`config.mk`:
```
export PLATFORM = sky130hd
export DESIGN_NAME = spr_regs
export DESIGN_NICKNAME = d
export VERILOG_FILES = /design/src/spr_regs.v
export VERILOG_INCLUDE_DIRS = /design/src
export SDC_FILE = /design/constraint.sdc
export NUM_CORES = 1
export LEC_CHECK = 0
export BUFFER_PORTS_ARGS = -buffer_cell sky130_fd_sc_hd__buf_2
export CAP_MARGIN = 25
export CORE_ASPECT_RATIO = 1.2
export CORE_MARGIN = 3
export CORE_UTILIZATION = 61
export DETAILED_ROUTE_END_ITERATION = 6
export GPL_TIMING_DRIVEN = 0
export PLACE_DENSITY_LB_ADDON = 0.25
export REMOVE_ABC_BUFFERS = 1
export SYNTH_ARGS = -nofsm -noshare
export SYNTH_HDL_FRONTEND = slang
export SYNTH_SLANG_ARGS = --single-unit
```
`constraint.sdc`:
```
create_clock -name clk -period 16.58 [get_ports clk]
set_clock_uncertainty 0.05 [all_clocks]
set_input_delay 1.658 -clock clk [delete_from_list [all_inputs] [get_ports clk]]
set_output_delay 1.658 -clock clk [all_outputs]
set_load 0.005 [all_outputs]
```
`src/spr_consts.vh`:
```
`ifndef SPR_CONSTS_VH
`define SPR_CONSTS_VH
// ==========================================================================
// register indices (byte address = 4 * index)
`define SPR_IDX_TBL0      14'h1855
`define SPR_IDX_TBL1      14'h1856
`define SPR_IDX_TBL2      14'h1857
`define SPR_IDX_CNT0      14'h1858
`define SPR_IDX_CNT1      14'h1859
`define SPR_IDX_CNT2      14'h185A
`define SPR_IDX_IMR       14'h1880
`define SPR_IDX_IPR       14'h1881
`define SPR_IDX_EVT_STAT  14'h1890
`define SPR_IDX_EVT_MASK  14'h1891
// ==========================================================================
// field layout and reset values
`define SPR_TBL_W         24
`define SPR_FLD_W         3
`define SPR_TBL_RST       24'hFAC688
`define SPR_CNT_RST       32'h00000000
`define SPR_CNT_MAX       32'hFFFFFFFF
`define SPR_IMR_RST       1'h1
`define SPR_IPR_PEND_BIT  0
`define SPR_EVT_W         4
`endif

```
`src/spr_regs.v`:
```
// Behaviour
// - received priority is translated via the ingress port table before queue selection.
// - each table holds eight 3-bit fields, priority 7 at 23:21 down to 0 at 2:0.
// - tables reset to identity mapping, 111b for priority 7 down to 000b.
// - port 0 has its own table with same layout and identity default.
// - per port 32-bit counter counts addresses dropped or displaced by full table.
// - reading a counter returns its count then clears it; resets to zero.
// - counters saturate at all ones until cleared by a read.
// - mask bit 0 blocks switch-engine interrupts; resets set.
// - the mask never stops pending status from being set.
// - clearing the mask lets pending status raise the interrupt request.
// - pending flag sets when one or more packet drop events occur.
`include "spr_consts.vh"
`default_nettype none

module spr_regs #(
  parameter AW = 16
) (
  input  wire          clk,
  input  wire          rst,
  input  wire [AW-1:0] wb_adr_i,
  input  wire [31:0]   wb_dat_i,
  input  wire [3:0]    wb_sel_i,
  input  wire          wb_we_i,
  input  wire          wb_cyc_i,
  input  wire          wb_stb_i,
  output reg  [31:0]   wb_dat_o,
  output reg           wb_ack_o,
  input  wire          rx_valid,
  input  wire [1:0]    rx_port,
  input  wire [2:0]    rx_prio,
  output reg           regen_valid,
  output reg  [2:0]    regen_prio,
  input  wire [2:0]    learn_drop,
  input  wire          pkt_drop,
  output reg           sw_irq,
  output reg           evt_irq
);

// ==========================================================================
// functions
function [2:0] spr_lookup;
  input [`SPR_TBL_W-1:0] tbl;
  input [2:0]            idx;
  begin
    spr_lookup = tbl[idx*`SPR_FLD_W +: `SPR_FLD_W];
  end
endfunction

function [31:0] spr_count;
  input [31:0] cnt;
  input        hit;
  input        clr;
  begin
    if (clr) begin
      spr_count = {31'h00000000, hit};
    end else if (hit && cnt != `SPR_CNT_MAX) begin
      spr_count = cnt + 32'h00000001;
    end else begin
      spr_count = cnt;
    end
  end
endfunction

function [`SPR_TBL_W-1:0] spr_wmask;
  input [`SPR_TBL_W-1:0] old;
  input [31:0]           dat;
  input [3:0]            sel;
  integer i;
  begin
    spr_wmask = old;
    for (i = 0; i < 3; i = i + 1) begin
      if (sel[i]) begin
        spr_wmask[i*8 +: 8] = dat[i*8 +: 8];
      end
    end
  end
endfunction

// ==========================================================================
// state
reg [`SPR_TBL_W-1:0] tbl0_q;
reg [`SPR_TBL_W-1:0] tbl1_q;
reg [`SPR_TBL_W-1:0] tbl2_q;
reg [31:0]           cnt0_q;
reg [31:0]           cnt1_q;
reg [31:0]           cnt2_q;
reg                  imr_q;
reg                  pend_q;
reg [`SPR_EVT_W-1:0] est_q;
reg [`SPR_EVT_W-1:0] emsk_q;

wire [13:0] idx = wb_adr_i[15:2];
wire        req = wb_cyc_i && wb_stb_i && !wb_ack_o;
wire        wr  = req && wb_we_i;
wire        rd  = req && !wb_we_i;
wire        cnt_sat = (cnt0_q == `SPR_CNT_MAX) || (cnt1_q == `SPR_CNT_MAX) ||
                      (cnt2_q == `SPR_CNT_MAX);
wire [`SPR_EVT_W-1:0] evt = {cnt_sat, pkt_drop, |learn_drop, 1'b0};

reg [31:0] rdata;
always @* begin
  rdata = 32'h00000000;
  if (idx == `SPR_IDX_TBL0) begin
    rdata = {8'h00, tbl0_q};
  end else if (idx == `SPR_IDX_TBL1) begin
    rdata = {8'h00, tbl1_q};
  end else if (idx == `SPR_IDX_TBL2) begin
    rdata = {8'h00, tbl2_q};
  end else if (idx == `SPR_IDX_CNT0) begin
    rdata = cnt0_q;
  end else if (idx == `SPR_IDX_CNT1) begin
    rdata = cnt1_q;
  end else if (idx == `SPR_IDX_CNT2) begin
    rdata = cnt2_q;
  end else if (idx == `SPR_IDX_IMR) begin
    rdata = {31'h00000000, imr_q};
  end else if (idx == `SPR_IDX_IPR) begin
    rdata = {31'h00000000, pend_q};
  end else if (idx == `SPR_IDX_EVT_STAT) begin
    rdata = {28'h0000000, est_q};
  end else if (idx == `SPR_IDX_EVT_MASK) begin
    rdata = {28'h0000000, emsk_q};
  end
end

// ==========================================================================
// bus slave: one registered ack per request, one cycle after it; unmapped reads return zero
always @(posedge clk or posedge rst) begin
  if (rst) begin
    wb_ack_o <= 1'b0;
    wb_dat_o <= 32'h00000000;
  end else begin
    wb_ack_o <= req;
    wb_dat_o <= rd ? rdata : 32'h00000000;
  end
end

// ==========================================================================
// registers
always @(posedge clk or posedge rst) begin
  if (rst) begin
    tbl0_q <= `SPR_TBL_RST;
    tbl1_q <= `SPR_TBL_RST;
    tbl2_q <= `SPR_TBL_RST;
    cnt0_q <= `SPR_CNT_RST;
    cnt1_q <= `SPR_CNT_RST;
    cnt2_q <= `SPR_CNT_RST;
    imr_q  <= `SPR_IMR_RST;
    pend_q <= 1'b0;
    est_q  <= {`SPR_EVT_W{1'b0}};
    emsk_q <= {`SPR_EVT_W{1'b0}};
  end else begin
    if (wr && idx == `SPR_IDX_TBL0) begin
      tbl0_q <= spr_wmask(tbl0_q, wb_dat_i, wb_sel_i);
    end
    if (wr && idx == `SPR_IDX_TBL1) begin
      tbl1_q <= spr_wmask(tbl1_q, wb_dat_i, wb_sel_i);
    end
    if (wr && idx == `SPR_IDX_TBL2) begin
      tbl2_q <= spr_wmask(tbl2_q, wb_dat_i, wb_sel_i);
    end
    // a drop in the clearing cycle is kept as a count of one
    cnt0_q <= spr_count(cnt0_q, learn_drop[0], rd && idx == `SPR_IDX_CNT0);
    cnt1_q <= spr_count(cnt1_q, learn_drop[1], rd && idx == `SPR_IDX_CNT1);
    cnt2_q <= spr_count(cnt2_q, learn_drop[2], rd && idx == `SPR_IDX_CNT2);
    if (wr && idx == `SPR_IDX_IMR && wb_sel_i[0]) begin
      imr_q <= wb_dat_i[0];
    end
    // pending set regardless of mask; set wins over read clear
    if (pkt_drop) begin
      pend_q <= 1'b1;
    end else if (rd && idx == `SPR_IDX_IPR) begin
      pend_q <= 1'b0;
    end
    if (rd && idx == `SPR_IDX_EVT_STAT) begin
      est_q <= evt;
    end else begin
      est_q <= est_q | evt;
    end
    if (wr && idx == `SPR_IDX_EVT_MASK && wb_sel_i[0]) begin
      emsk_q <= wb_dat_i[`SPR_EVT_W-1:0];
    end
  end
end

// ==========================================================================
// priority regeneration and interrupt outputs
reg [2:0] map;
always @* begin
  case (rx_port)
    2'h1:    map = spr_lookup(tbl1_q, rx_prio);
    2'h2:    map = spr_lookup(tbl2_q, rx_prio);
    default: map = spr_lookup(tbl0_q, rx_prio);
  endcase
end

always @(posedge clk or posedge rst) begin
  if (rst) begin
    regen_valid <= 1'b0;
    regen_prio  <= 3'h0;
    sw_irq      <= 1'b0;
    evt_irq     <= 1'b0;
  end else begin
    regen_valid <= rx_valid;
    regen_prio  <= map;
    // one register stage; the mask change shows one cycle after the write edge
    sw_irq      <= pend_q && !imr_q;
    evt_irq     <= |(est_q & emsk_q);
  end
end

endmodule // spr_regs
`default_nettype wire

```
* Word level (Yosys, flattened, before mapping)
Index checks and enable logic that the tools add are counted.
Cells by class: reductions and logical operators 40, mux-type cells 21, shifts and indexed selects 3, add/subtract/negate cells 3, eq/ne operators 18, bitwise gates (word level) 2, multipliers 1
Operator list (number):
- $mux 32 | 13
- $eq 14x13->1 const B | 10
- $add 32x1->32 const B | 3
- $eq 32x32->1 const B | 3
- $ne 32x32->1 const B | 3
- $shiftx 24x6->3 | 3
- $logic_and 1x1->1 | 20
- $mux 4 | 5
- $reduce_and 2->1 | 9
- $reduce_bool 2->1 | 4
- $pmux 3 s2 | 1
- $mul 3x2->5 const B | 1
- $and 4x4->4 | 1
- $or 4x4->4 | 1
- $reduce_or 4->1 | 1
- $logic_not 1->1 | 3
- $reduce_or 3->1 | 1
- $eq 2x1->1 const B | 1
- $eq 2x2->1 const B | 1
- $logic_or 1x1->1 | 2
- $mux 1 | 2
Word-level totals: output and inout bits 39, register bits 217

* Depth between registers and ports, before layout
Gate-level depths: netlist (run 1).
depth in word-level cells 12, gate-level depth with buffers 9, depth with buffers taken out 7

* Worst setup path before layout (run 1)
Ideal clock, no wire load.
path kind input to register, start input wb_adr_i[11], end register tbl0_q[0], buffers on the path 1, cell stages on the path 6, setup slack 12915 ps, arrival time 3490 ps, cell sequence nor4b_1 -> nand4_1 -> or2_2 -> clkbuf_1 -> nor2_1 -> mux2_2
On the way: longest elaborated chain between the ends 3
Ends and longest elaborated chain:
- start: declaration | RTL line spr_regs.v:21 | input wire [AW-1:0] wb_adr_i,
- $eq 14x13->1 (no source line)
- $logic_and 1x1->1 (no source line)
- $reduce_and 2->1 (no source line)
- end signal: assignment | RTL line spr_regs.v:143 | tbl0_q <= `SPR_TBL_RST;
- end signal: assignment | RTL line spr_regs.v:155 | tbl0_q <= spr_wmask(tbl0_q, wb_dat_i, wb_sel_i);
- end: declaration | RTL line spr_regs.v:82 | reg [`SPR_TBL_W-1:0] tbl0_q;
Every way passes these cells. A chain may end at the register's enable or synchronous reset.

* Final worst setup path (run 1)
start input wb_adr_i[3], end register tbl1_q[6]
On the way: longest elaborated chain between the ends 3
Ends and longest elaborated chain:
- $eq 14x13->1 (no source line)
- $logic_and 1x1->1 (no source line)
- $reduce_and 2->1 (no source line)
- end signal: assignment | RTL line spr_regs.v:144 | tbl1_q <= `SPR_TBL_RST;
- end signal: assignment | RTL line spr_regs.v:158 | tbl1_q <= spr_wmask(tbl1_q, wb_dat_i, wb_sel_i);
- end: declaration | RTL line spr_regs.v:83 | reg [`SPR_TBL_W-1:0] tbl1_q;
Every way passes these cells.

==> summary.txt, run 1 <==
Status: finished clean
Crit-path most repeated cell: nor2_1
Clk pin slew, worst setup/hold paths: 0.06 ns
Reg power frac: 48.2%
Crit Path Max Fanout: 37
CP Data Arrival Time: 4.38 ns
Min Tclk post-route: 4.04 ns
P_sw: 312 uW
Area taken by multi-input logic gates: 5840 um^2
Max-slew violations: 0
Crit path launch type: input port
Top Ports: 106
Fin. Hold Viols: 0
Initial antenna violation count: 0
# diodes: 0
Worst Tran Pin Value: 1.09 ns
Cts-stage hold buffer count: 0
Vias in the first global route: 9,792
Crit path kind: in2reg
H-tree level count: 1
LEAKAGE: 0.00548 uW
Max-cap viol count: 0
Top-count cell post-synth: dfrtp_1
Pre-Repair DR Iteration Count: 7
Combinational fraction of design power: 8.2%
Starting Density: 62.9%
#FFs+latches synth: 216
Post-synth ARST share: 100%
Placed standard-cell area: 12,300 um^2
CTS tree: done
Worst EP required: 16.92 ns
Final setup fails: 0
Die extent in x: 132 um
DRT iter0 DRCs: 1,155
Overall power: 1200 uW
Largest net degree at the start of global routing: 115
Worst path cell trace: buf_2 > inv_1 > nor2_1 > nand4_1 > nor2_1 > mux2_2
Number of synthesized flops with an enable pin: 0
Area grow syn2layout: 13.2%
CTS sink count: 216
Synth Instances: 1,178
PD cells: 91.3 nW/um^2
Global-route wire length before repair: 51,800 um
Syn_area_per_cell: 9.84 um^2
TritonCTS buffer count: 23
Layout cells sized above 1: 23.3%
Postcts setup bufs: 0
Setup crit end kind: flop
Share of the synthesized area in the top cell type: 38.6%
Number of port buffers: 94
Num rows: 54
Maximum VDD drop: 0.105 mV
Register area: 5450 um^2
Unrepaired setup endpoints after global routing: no
Max-slew headroom: 27.1%
DP HPWL: 22,400 um
Top cells by area, synth: dfrtp_1 39%, dfstp_2 8.4%, mux2_2 7.7%, a21oi_1 4.9%, o21ai_0 3.9%
Overall Global Routing Usage: 30.8%
Internal Power: 888 uW
Sw frac: 26.0%
Final nets: 1,318
Final antenna-violating net count: 0
Final period util: 24.4%
# fillers: 1,358
Clk pwr share: 43.6%
CTS resizes: 0
Routed WL per cell: 21.4 um
Die H: 157 um
Full die area: 20,700 um^2
Most frequent cells after synthesis: 179 x dfrtp_1, 114 x a21oi_1, 96 x nand2_1, 91 x o21ai_0, 79 x mux2_2
Detailed Route WL: 32,400 um
Core Box Area: 18,400 um^2
Fmax: 0.248 GHz
Post-route cell area: 13,100 um^2
Synth Warn #: 0
Most used DFF post-synth: dfrtp_1
Synth area leader: dfrtp_1
Total Neg Setup Slack: 0 ns
Slowest cell delay on critical path: 0.72 ns
Worst path bufs/invs: 2
Via count: 10,342
GR Overflow Total: 0
Residual DRC count: 0
Tightest Hold Check Type: reg2reg
Routability congestion estimate: 0.921
Sequential-to-total area share from yosys stat: 47.0%
CTS root buf: clkbuf_16
Clk_lat worst skew: 0.52 ns
Mapped Area: 11,600 um^2
Slowest-stage cell, CP: buf_2
Crit-path leading delay family: simple AND/OR/NAND/NOR gates
Clock Tree Buf Depth: 3
Vias per cell: 6.83
Synth cell types: 65
==> kinds of logic after synthesis <==
group	after synthesis	synth area share, %
and+or+nand+nor	403	18.9
AOI/OAI and AO/OA	330	17.8
DFF	216	47.0
muxes	120	11.5
buffers and inverters	87	2.93
xor gates and xnor gates	17	1.28
adders and majority gates	5	0.539
==> power groups by stage <==
stage	clock, uW	combinational (uW)	sequential [uW]
floorplan	0	59.3	576
global placement	0	91.4	585
detailed placement	0	96.4	586
CTS	526	97.1	577
global route	554	109	582
finish	523	97.8	579
==> tightest hold or removal path, stage by stage, from the launching register on <==
cell and delay [ns]:
dfstp_2 0.37, nand2_1 0.05, a21oi_1 0.05
==> per-layer routing <==
metal / track usage [%] / part of all wire [%] / vias to the layer above
met2: 51.2 / 48 / 551
met4: 13.7 / 3.7 / 0
met5: 0 / 0 / -
met3: 3.96 / 8.2 / 102
met1: 41.0 / 40 / 5069
li1: - / - / 4620
==> cells in the final DEF (no fill, tap or decap), types with 10 or more instances in the layout <==
master | synthesis | routed
dfrtp_1 | 179 | 179
dfstp_2 | 37 | 37
nor4_1 | 11 | 11
or4_1 | 25 | 25
mux2_2 | 79 | 79
a221oi_1 | 35 | 35
or3_1 | 47 | 47
clkinv_2 | 0 | 10
and3_1 | 14 | 14
o211ai_1 | 11 | 11
nand2_1 | 96 | 96
buf_2 | 8 | 97
a21oi_1 | 114 | 114
nor2_1 | 58 | 56
nand4_1 | 29 | 29
inv_1 | 21 | 20
and4_1 | 14 | 14
xnor2_1 | 10 | 10
a22oi_1 | 13 | 13
o21ai_0 | 91 | 91
mux2i_1 | 38 | 38
o31ai_1 | 20 | 19
nand3_1 | 51 | 51
clkbuf_16 | 0 | 23
==> sequential cells by signal (all words and copies together) (netlist names) <==
register / count
cnt0_q: 32
cnt1_q: 32
cnt2_q: 32
wb_dat_o: 32
tbl0_q: 24
tbl1_q: 24
tbl2_q: 24
emsk_q: 4
est_q: 3
regen_prio: 3
evt_irq: 1
imr_q: 1
pend_q: 1
regen_valid: 1
sw_irq: 1
wb_ack_o: 1
==> final cells by class <==
class | instances | area share [%]
multi-input cells | 875 | 44.4
clock inverters | 14 | 0.972
inverters | 21 | 0.657
well taps | 252 | 2.40
repair buffers | 109 | 5.19
flip-flops and latches | 216 | 41.5
clock buffers | 28 | 4.83
==> final timing paths <==
| kind | startpoint | to | slack, ns | cells after the start |
|---|---|---|---|---|
| setup / recovery | wb_adr_i[3] | tbl1_q[6] | 12.54 | 6 |
| hold / removal | tbl2_q[9] | wb_dat_o[9] | 0.46 | 2 |
| setup reg to reg | cnt0_q[1] | cnt0_q[20] | 13.70 | 6 |
| hold reg to reg | tbl2_q[9] | wb_dat_o[9] | 0.46 | 2 |
| max in group asynchronous | rst | tbl0_q[20] | 14.23 | 3 |
| min in group asynchronous | rst | tbl0_q[5] | 1.26 | 2 |
==> through the flow <==
| step | worst slack (ns) | util (%) | hold WS (ns) | cells |
|---|---|---|---|---|
| CTS | 12.38 | 71.0 | 0.463 | 1513 |
| floorplan | 9.03 | - | 0.413 | 1112 |
| global placement | 6.66 | 65.7 | 0.440 | 1458 |
| detailed placement | 11.83 | 66.9 | 0.447 | 1471 |
| finish | 12.54 | 71.2 | 0.461 | 1515 |
| global route | 12.43 | 71.2 | 0.484 | 1515 |
Power figures use the tool's default switching activity.
==> run 2: changes to the inputs <==
--- a/config.mk
+++ b/config.mk
@@ -10,7 +10,7 @@
 export CAP_MARGIN = 25
 export CORE_ASPECT_RATIO = 1.2
 export CORE_MARGIN = 3
-export CORE_UTILIZATION = 61
+export CORE_UTILIZATION = 54
 export DETAILED_ROUTE_END_ITERATION = 6
 export GPL_TIMING_DRIVEN = 0
 export PLACE_DENSITY_LB_ADDON = 0.25
==> constraint.sdc (replaced) <==
create_clock -name clk -period 3.44 [get_ports clk]
set_clock_uncertainty 0.05 [all_clocks]
set_input_delay 0.344 -clock clk [delete_from_list [all_inputs] [get_ports clk]]
set_output_delay 0.344 -clock clk [all_outputs]
set_load 0.005 [all_outputs]
==> run 2 against run 1 <==
Compared with the run above:
- die area increased by 12%
- via count decreased by 2.1%
- final cell count increased by 1.5%
- critical path depth unchanged
- cell area increased by 1.1%
- global-route usage decreased by 3.4 points
- non-clock buffer count increased by 6
- sequential power increased to 4.8 times the previous value
- critical endpoint is now cnt0_q[20]
==> summary.txt, run 2 (same netlist as run 1, synthesis figures left out) <==
DP HPWL: 23,000 um (+2.9%)
Status: finished clean
CTS root buf: clkbuf_16
Internal Power: 4440 uW (+400%)
Final antenna-violating net count: 0 (unchanged)
Vias in the first global route: 9,694 (-1.0%)
Die H: 167 um (+6.0%)
Internal reg-to-reg setup slack: 0.41 ns (-13.29 ns)
Max-cap viol count: 0 (unchanged)
Min Tclk post-route: 3.03 ns
Routability congestion estimate: 0.929 (+0.88%)
Max-slew headroom: 29.2% (+2.1 points)
Vias per cell: 6.58 (-3.6%)
CTS sink count: 216 (unchanged)
DRT iter0 DRCs: 1,032 (-11%)
Placed Cells: 1,489 (+1.2%)
Reg power frac: 47.1% (-1.1 points)
CP Data Arrival Time: 3.41 ns (-0.97 ns)
P_sw: 1470 uW (+370%)
Fin. Hold Viols: 0 (unchanged)
Die extent in x: 140 um (+6.0%)
Number of port buffers: 94 (unchanged)
Via count: 10,126 (-2.1%)
Routed WL per cell: 21.4 um (+0.24%)
Starting Density: 55.1% (-7.8 points)
Top Ports: 106 (unchanged)
Clk pwr share: 44.8% (+1.2 points)
Worst EP required: 3.82 ns (-13.10 ns)
TritonCTS buffer count: 23 (unchanged)
Non-filler cells, final: 1,538 (+1.5%)
Worst Tran Pin Value: 1.05 ns (-0.0397 ns)
Global-route wire length before repair: 52,500 um (+1.3%)
Combinational fraction of design power: 8.1% (about the same)
Pre-Repair DR Iteration Count: 5 (-2)
Unrepaired setup endpoints after global routing: no
Overall Global Routing Usage: 27.4% (-3.4 points)
Num rows: 58 (+7.4%)
Area taken by multi-input logic gates: 5840 um^2 (unchanged)
Final nets: 1,324 (+0.46%)
Full die area: 23,300 um^2 (+12%)
Final period util: 88.0%
Max-slew violations: 0 (unchanged)
Core Box Area: 21,000 um^2 (+14%)
Sw frac: 24.8% (-1.2 points)
Crit Path Max Fanout: 8 (-78%)
GR Overflow Total: 0 (unchanged)
Crit path kind: reg2reg
Tightest Hold Check Type: in2reg
Crit path launch type: flop
CTS tree: done
Area grow syn2layout: 14.5%
H-tree level count: 1 (unchanged)
Overall power: 5910 uW (+390%)
Clk pin slew, worst setup/hold paths: 0.06 ns (about the same)
PD cells: 445 nW/um^2 (+390%)
LEAKAGE: 0.00553 uW (+0.94%)
Commonest non-fill, non-tap cell in the layout: dfrtp_1
Total Neg Setup Slack: 0 ns (unchanged)
Final setup fails: 0 (unchanged)
Maximum VDD drop: 0.558 mV (+430%)
Most frequent cells in the layout: 179 x dfrtp_1, 114 x a21oi_1, 97 x buf_2
Worst hold slack: 0.0451 ns (-0.415 ns)
Largest net degree at the start of global routing: 112 (-2.6%)
Postcts setup bufs: 0 (unchanged)
# diodes: 0 (unchanged)
CTS resizes: 0 (unchanged)
# fillers: 1,720 (+27%)
Fmax: 0.330 GHz
Initial antenna violation count: 0 (unchanged)
Residual DRC count: 0 (unchanged)
Layout cells sized above 1: 23.3% (about the same)
Clock Tree Buf Depth: 3 (unchanged)
Clk_lat worst skew: 0.51 ns (about the same)
Detailed Route WL: 32,900 um (+1.8%)
Setup crit end kind: flop
Register area: 5450 um^2 (unchanged)
run 2: cell types whose count changed in the layout (fill, tap and decap cells not counted), sizes merged:
cell,change
buf,+3
dlygate4sd3,+3
clkinv,-6
inv,-1
bufinv,+1
clkbuf,+5
run 2: metrics by stage:
| stage | setup WS (ns) | area, um^2 | util, % |
|---|---|---|---|
| after global placement | -5.27 | 12100 | 57.7 |
| final | 0.412 | 13300 | 63.1 |
| after detailed placement | -0.152 | 12400 | 58.8 |
| after CTS | 0.385 | 13200 | 62.8 |
| after floorplan | -2.80 | 11300 | - |
| after global routing | 0.315 | 13300 | 63.1 |
run 2: final cells by class:
cell class / instances / share of cell area [%]
Clock buffer: 33 / 5.22
Clock inverter: 8 / 0.867
Inverter: 21 / 0.650
Multi-Input combinational cell: 875 / 43.9
Sequential cell: 216 / 41.0
Tap cell: 270 / 2.54
Timing Repair Buffer: 115 / 5.73
run 2: timing repair:
item,CTS,global route
hold buffers,3,0
endpoints found under the setup margin,0,0
endpoints found under the hold margin,68,0
run 2: path summary, 6_finish.rpt:
check | startpoint | endpoint | depth (start not counted)
worst min register to register | imr_q | sw_irq | 1
worst max-delay path | cnt0_q[0] | cnt0_q[20] | 6
min in group asynchronous | rst | wb_ack_o | 3
worst max register to register | cnt0_q[0] | cnt0_q[20] | 6
max in group asynchronous | rst | tbl1_q[21] | 4
worst min-delay path | wb_dat_i[14] | tbl2_q[14] | 2
run 2: per-layer routing:
layer  routed length (um)  GRT usage, %
met5                    0             0
met4                  996          9.57
met3                 2160          2.99
met2                16400          46.2
met1                13400          37.0
run 2: power by group through the flow:
stage	sequential, uW	clock, uW	combinational (uW)
4_1_cts	2780	2680	469
3_5_place_dp	2820	0	463
5_1_grt	2800	2790	535
3_3_place_gp	2820	0	444
2_1_floorplan	2780	0	286
6_report	2780	2640	479
run 2: worst max-delay path: stages, from the launching register on:
cell and delay [ns]:
dfrtp_1 0.51, ha_1 0.25, inv_1 0.09, nor4_1 0.80, o211ai_1 0.50, or4_1 0.59, a21oi_1 0.15
==> run 3: changes to the inputs <==
--- a/config.mk
+++ b/config.mk
@@ -7,10 +7,10 @@
 export NUM_CORES = 1
 export LEC_CHECK = 0
 export BUFFER_PORTS_ARGS = -buffer_cell sky130_fd_sc_hd__buf_2
-export CAP_MARGIN = 25
+export CAP_MARGIN = 5
 export CORE_ASPECT_RATIO = 1.2
 export CORE_MARGIN = 3
-export CORE_UTILIZATION = 54
+export CORE_UTILIZATION = 61
 export DETAILED_ROUTE_END_ITERATION = 6
 export GPL_TIMING_DRIVEN = 0
 export PLACE_DENSITY_LB_ADDON = 0.25
==> constraint.sdc (replaced) <==
create_clock -name clk -period 3.5 [get_ports clk]
set_clock_uncertainty 0.05 [all_clocks]
set_input_delay 0.35 -clock clk [delete_from_list [all_inputs] [get_ports clk]]
set_output_delay 0.35 -clock clk [all_outputs]
set_load 0.005 [all_outputs]
==> run 3 against run 2 <==
Compared with the run above:
- cell area down 1.1%
- non-clock buffer count is 7 lower
- first-iteration DRC count fell by 1.7%
- largest power group unchanged
- die area is 11% lower
- clock-buffer cell count is the same
- final cell count down 1.6%
==> summary.txt, run 3 (same netlist as run 1, synthesis figures left out) <==
Initial antenna violation count: 0 (unchanged)
Worst Tran Pin Value: 1.23 ns (+0.177 ns)
Layout cells sized above 1: 22.8% (-0.51 points)
Tightest Hold Check Type: in2reg
Status: finished clean
Most frequent cells in the layout: 179 x dfrtp_1, 114 x a21oi_1, 96 x nand2_1, 96 x buf_2, 91 x o21ai_0
Unrepaired setup endpoints after global routing: no
DRT iter0 DRCs: 1,014 (-1.7%)
# diodes: 0 (unchanged)
Max-slew violations: 0 (unchanged)
Clk pin slew, worst setup/hold paths: 0.06 ns (about the same)
Vias per cell: 6.77 (+2.9%)
Vias in the first global route: 9,756 (+0.64%)
CTS resizes: 0 (unchanged)
Routability congestion estimate: 0.921 (-0.87%)
H-tree level count: 1 (unchanged)
Placed Cells: 1,469 (-1.3%)
Postcts setup bufs: 0 (unchanged)
Crit-path leading delay family: simple AND/OR/NAND/NOR gates
Final antenna-violating net count: 0 (unchanged)
Overall Global Routing Usage: 30.7% (+3.2 points)
Fmax: 0.320 GHz
Worst EP required: 3.85 ns (+0.03 ns)
Maximum VDD drop: 0.426 mV (-24%)
Min Tclk post-route: 3.12 ns
Final period util: 89.2%
Number of port buffers: 94 (unchanged)
CTS sink count: 216 (unchanged)
Global-route wire length before repair: 51,800 um (-1.4%)
Core Box Area: 18,400 um^2 (-12%)
Commonest non-fill, non-tap cell in the layout: dfrtp_1
Full die area: 20,700 um^2 (-11%)
Worst path bufs/invs: 1 (unchanged)
Max-cap viol count: 0 (unchanged)
Crit Path Max Fanout: 30 (+22)
Max-slew headroom: 17.8% (-11 points)
Top Ports: 106 (unchanged)
Die extent in x: 132 um (-5.7%)
# fillers: 1,399 (-19%)
Clock Tree Buf Depth: 3 (unchanged)
Placed standard-cell area: 12,300 um^2 (-0.56%)
Crit path kind: in2reg
Pre-Repair DR Iteration Count: 7 (+2)
Worst path cell trace: buf_2 > or4b_1 > nor4_4 > and3_1 > or4_1 > nand2_1
PD cells: 440 nW/um^2 (-1.1%)
Fin. Hold Viols: 0 (unchanged)
Starting Density: 62.9% (+7.8 points)
CTS tree: done
Post-route cell area: 13,100 um^2 (-1.1%)
Crit path launch type: input port
Non-filler cells, final: 1,513 (-1.6%)
DP HPWL: 22,300 um (-3.1%)
Slowest-stage cell, CP: and3_1
Slowest cell delay on critical path: 1.08 ns (+0.28 ns)
Final nets: 1,317 (-0.53%)
Via count: 10,248 (+1.2%)
TritonCTS buffer count: 23 (unchanged)
CTS root buf: clkbuf_16
Clk_lat worst skew: 0.52 ns (about the same)
Detailed Route WL: 32,400 um (-1.7%)
Die H: 157 um (-5.7%)
CP Data Arrival Time: 3.47 ns (+0.06 ns)
Num rows: 54 (-6.9%)
Routed WL per cell: 21.4 um (about the same)
Largest net degree at the start of global routing: 115 (+2.7%)
Area grow syn2layout: 13.2%
Residual DRC count: 0 (unchanged)
Final setup fails: 0 (unchanged)
LEAKAGE: 0.00547 uW (-1.1%)
GR Overflow Total: 0 (unchanged)
Setup crit end kind: flop
## run 3: changes by cell type in the layout (fill, tap and decap cells not counted), sizes merged
| cell | delta |
|---|---|
| buf | -7 |
## run 3: final timing paths
path / slack (ns) / endpoint / start / depth (start not counted)
setup / recovery: 0.38 / cnt2_q[29] / wb_adr_i[11] / 6
hold / removal: 0.05 / tbl2_q[6] / wb_dat_i[6] / 2
setup reg to reg: 0.58 / cnt0_q[20] / cnt0_q[0] / 6
hold reg to reg: 0.45 / wb_dat_o[9] / tbl2_q[9] / 2
max in group asynchronous: 1.87 / cnt0_q[22] / rst / 4
min in group asynchronous: 0.50 / tbl1_q[2] / rst / 3
## run 3: report_power, final
part / internal (uW) / total [uW] / switching, uW / leakage (uW)
Combinational: 177 / 466 / 289 / 0.00227
Sequential: 2590 / 2740 / 145 / 0.00279
Clock: 1570 / 2580 / 1000 / 0.000399
Total: 4340 / 5780 / 1440 / 0.00547
## run 3: area by class of cell
| class | count | area, um^2 | share of cell area [%] |
|---|---|---|---|
| multi-input cells | 875 | 5840 | 44.4 |
| repair buffers | 108 | 644 | 4.91 |
| well taps | 252 | 315 | 2.40 |
| inverters | 21 | 86.3 | 0.657 |
| clock inverters | 8 | 115 | 0.877 |
| flip-flops and latches | 216 | 5450 | 41.5 |
| clock buffers | 33 | 683 | 5.20 |
## run 3: metal layers
metal	vias to the layer above	wire length (um)	part of all wire (%)	track usage [%]
li1	4613	-	-	-
met1	5028	12900	40	40.0
met2	516	15800	49	51.7
met3	91	2440	7.5	4.48
met4	0	1240	3.8	13.3
met5	-	0	0	0
## run 3: timing repair
action | in CTS | in global routing
hold endpoints to repair | 63 | 0
setup endpoints to repair | 0 | 0
hold buffers | 3 | 0
## run 3: through the flow
stage / setup TNS [ns] / utilization (%) / worst slack, ns / hold WS, ns / power, uW
6_report: 0 / 71.2 / 0.377 / 0.0490 / 5780
5_1_grt: 0 / 71.2 / 0.193 / 0.0499 / 5980
4_1_cts: 0 / 71.2 / 0.444 / 0.0371 / 5790
3_5_place_dp: -0.410 / 66.7 / -0.114 / 0.412 / 3230
3_3_place_gp: -1134.14 / 65.7 / -5.11 / 0.410 / 3200
2_1_floorplan: -532.38 / - / -2.75 / 0.331 / 3010
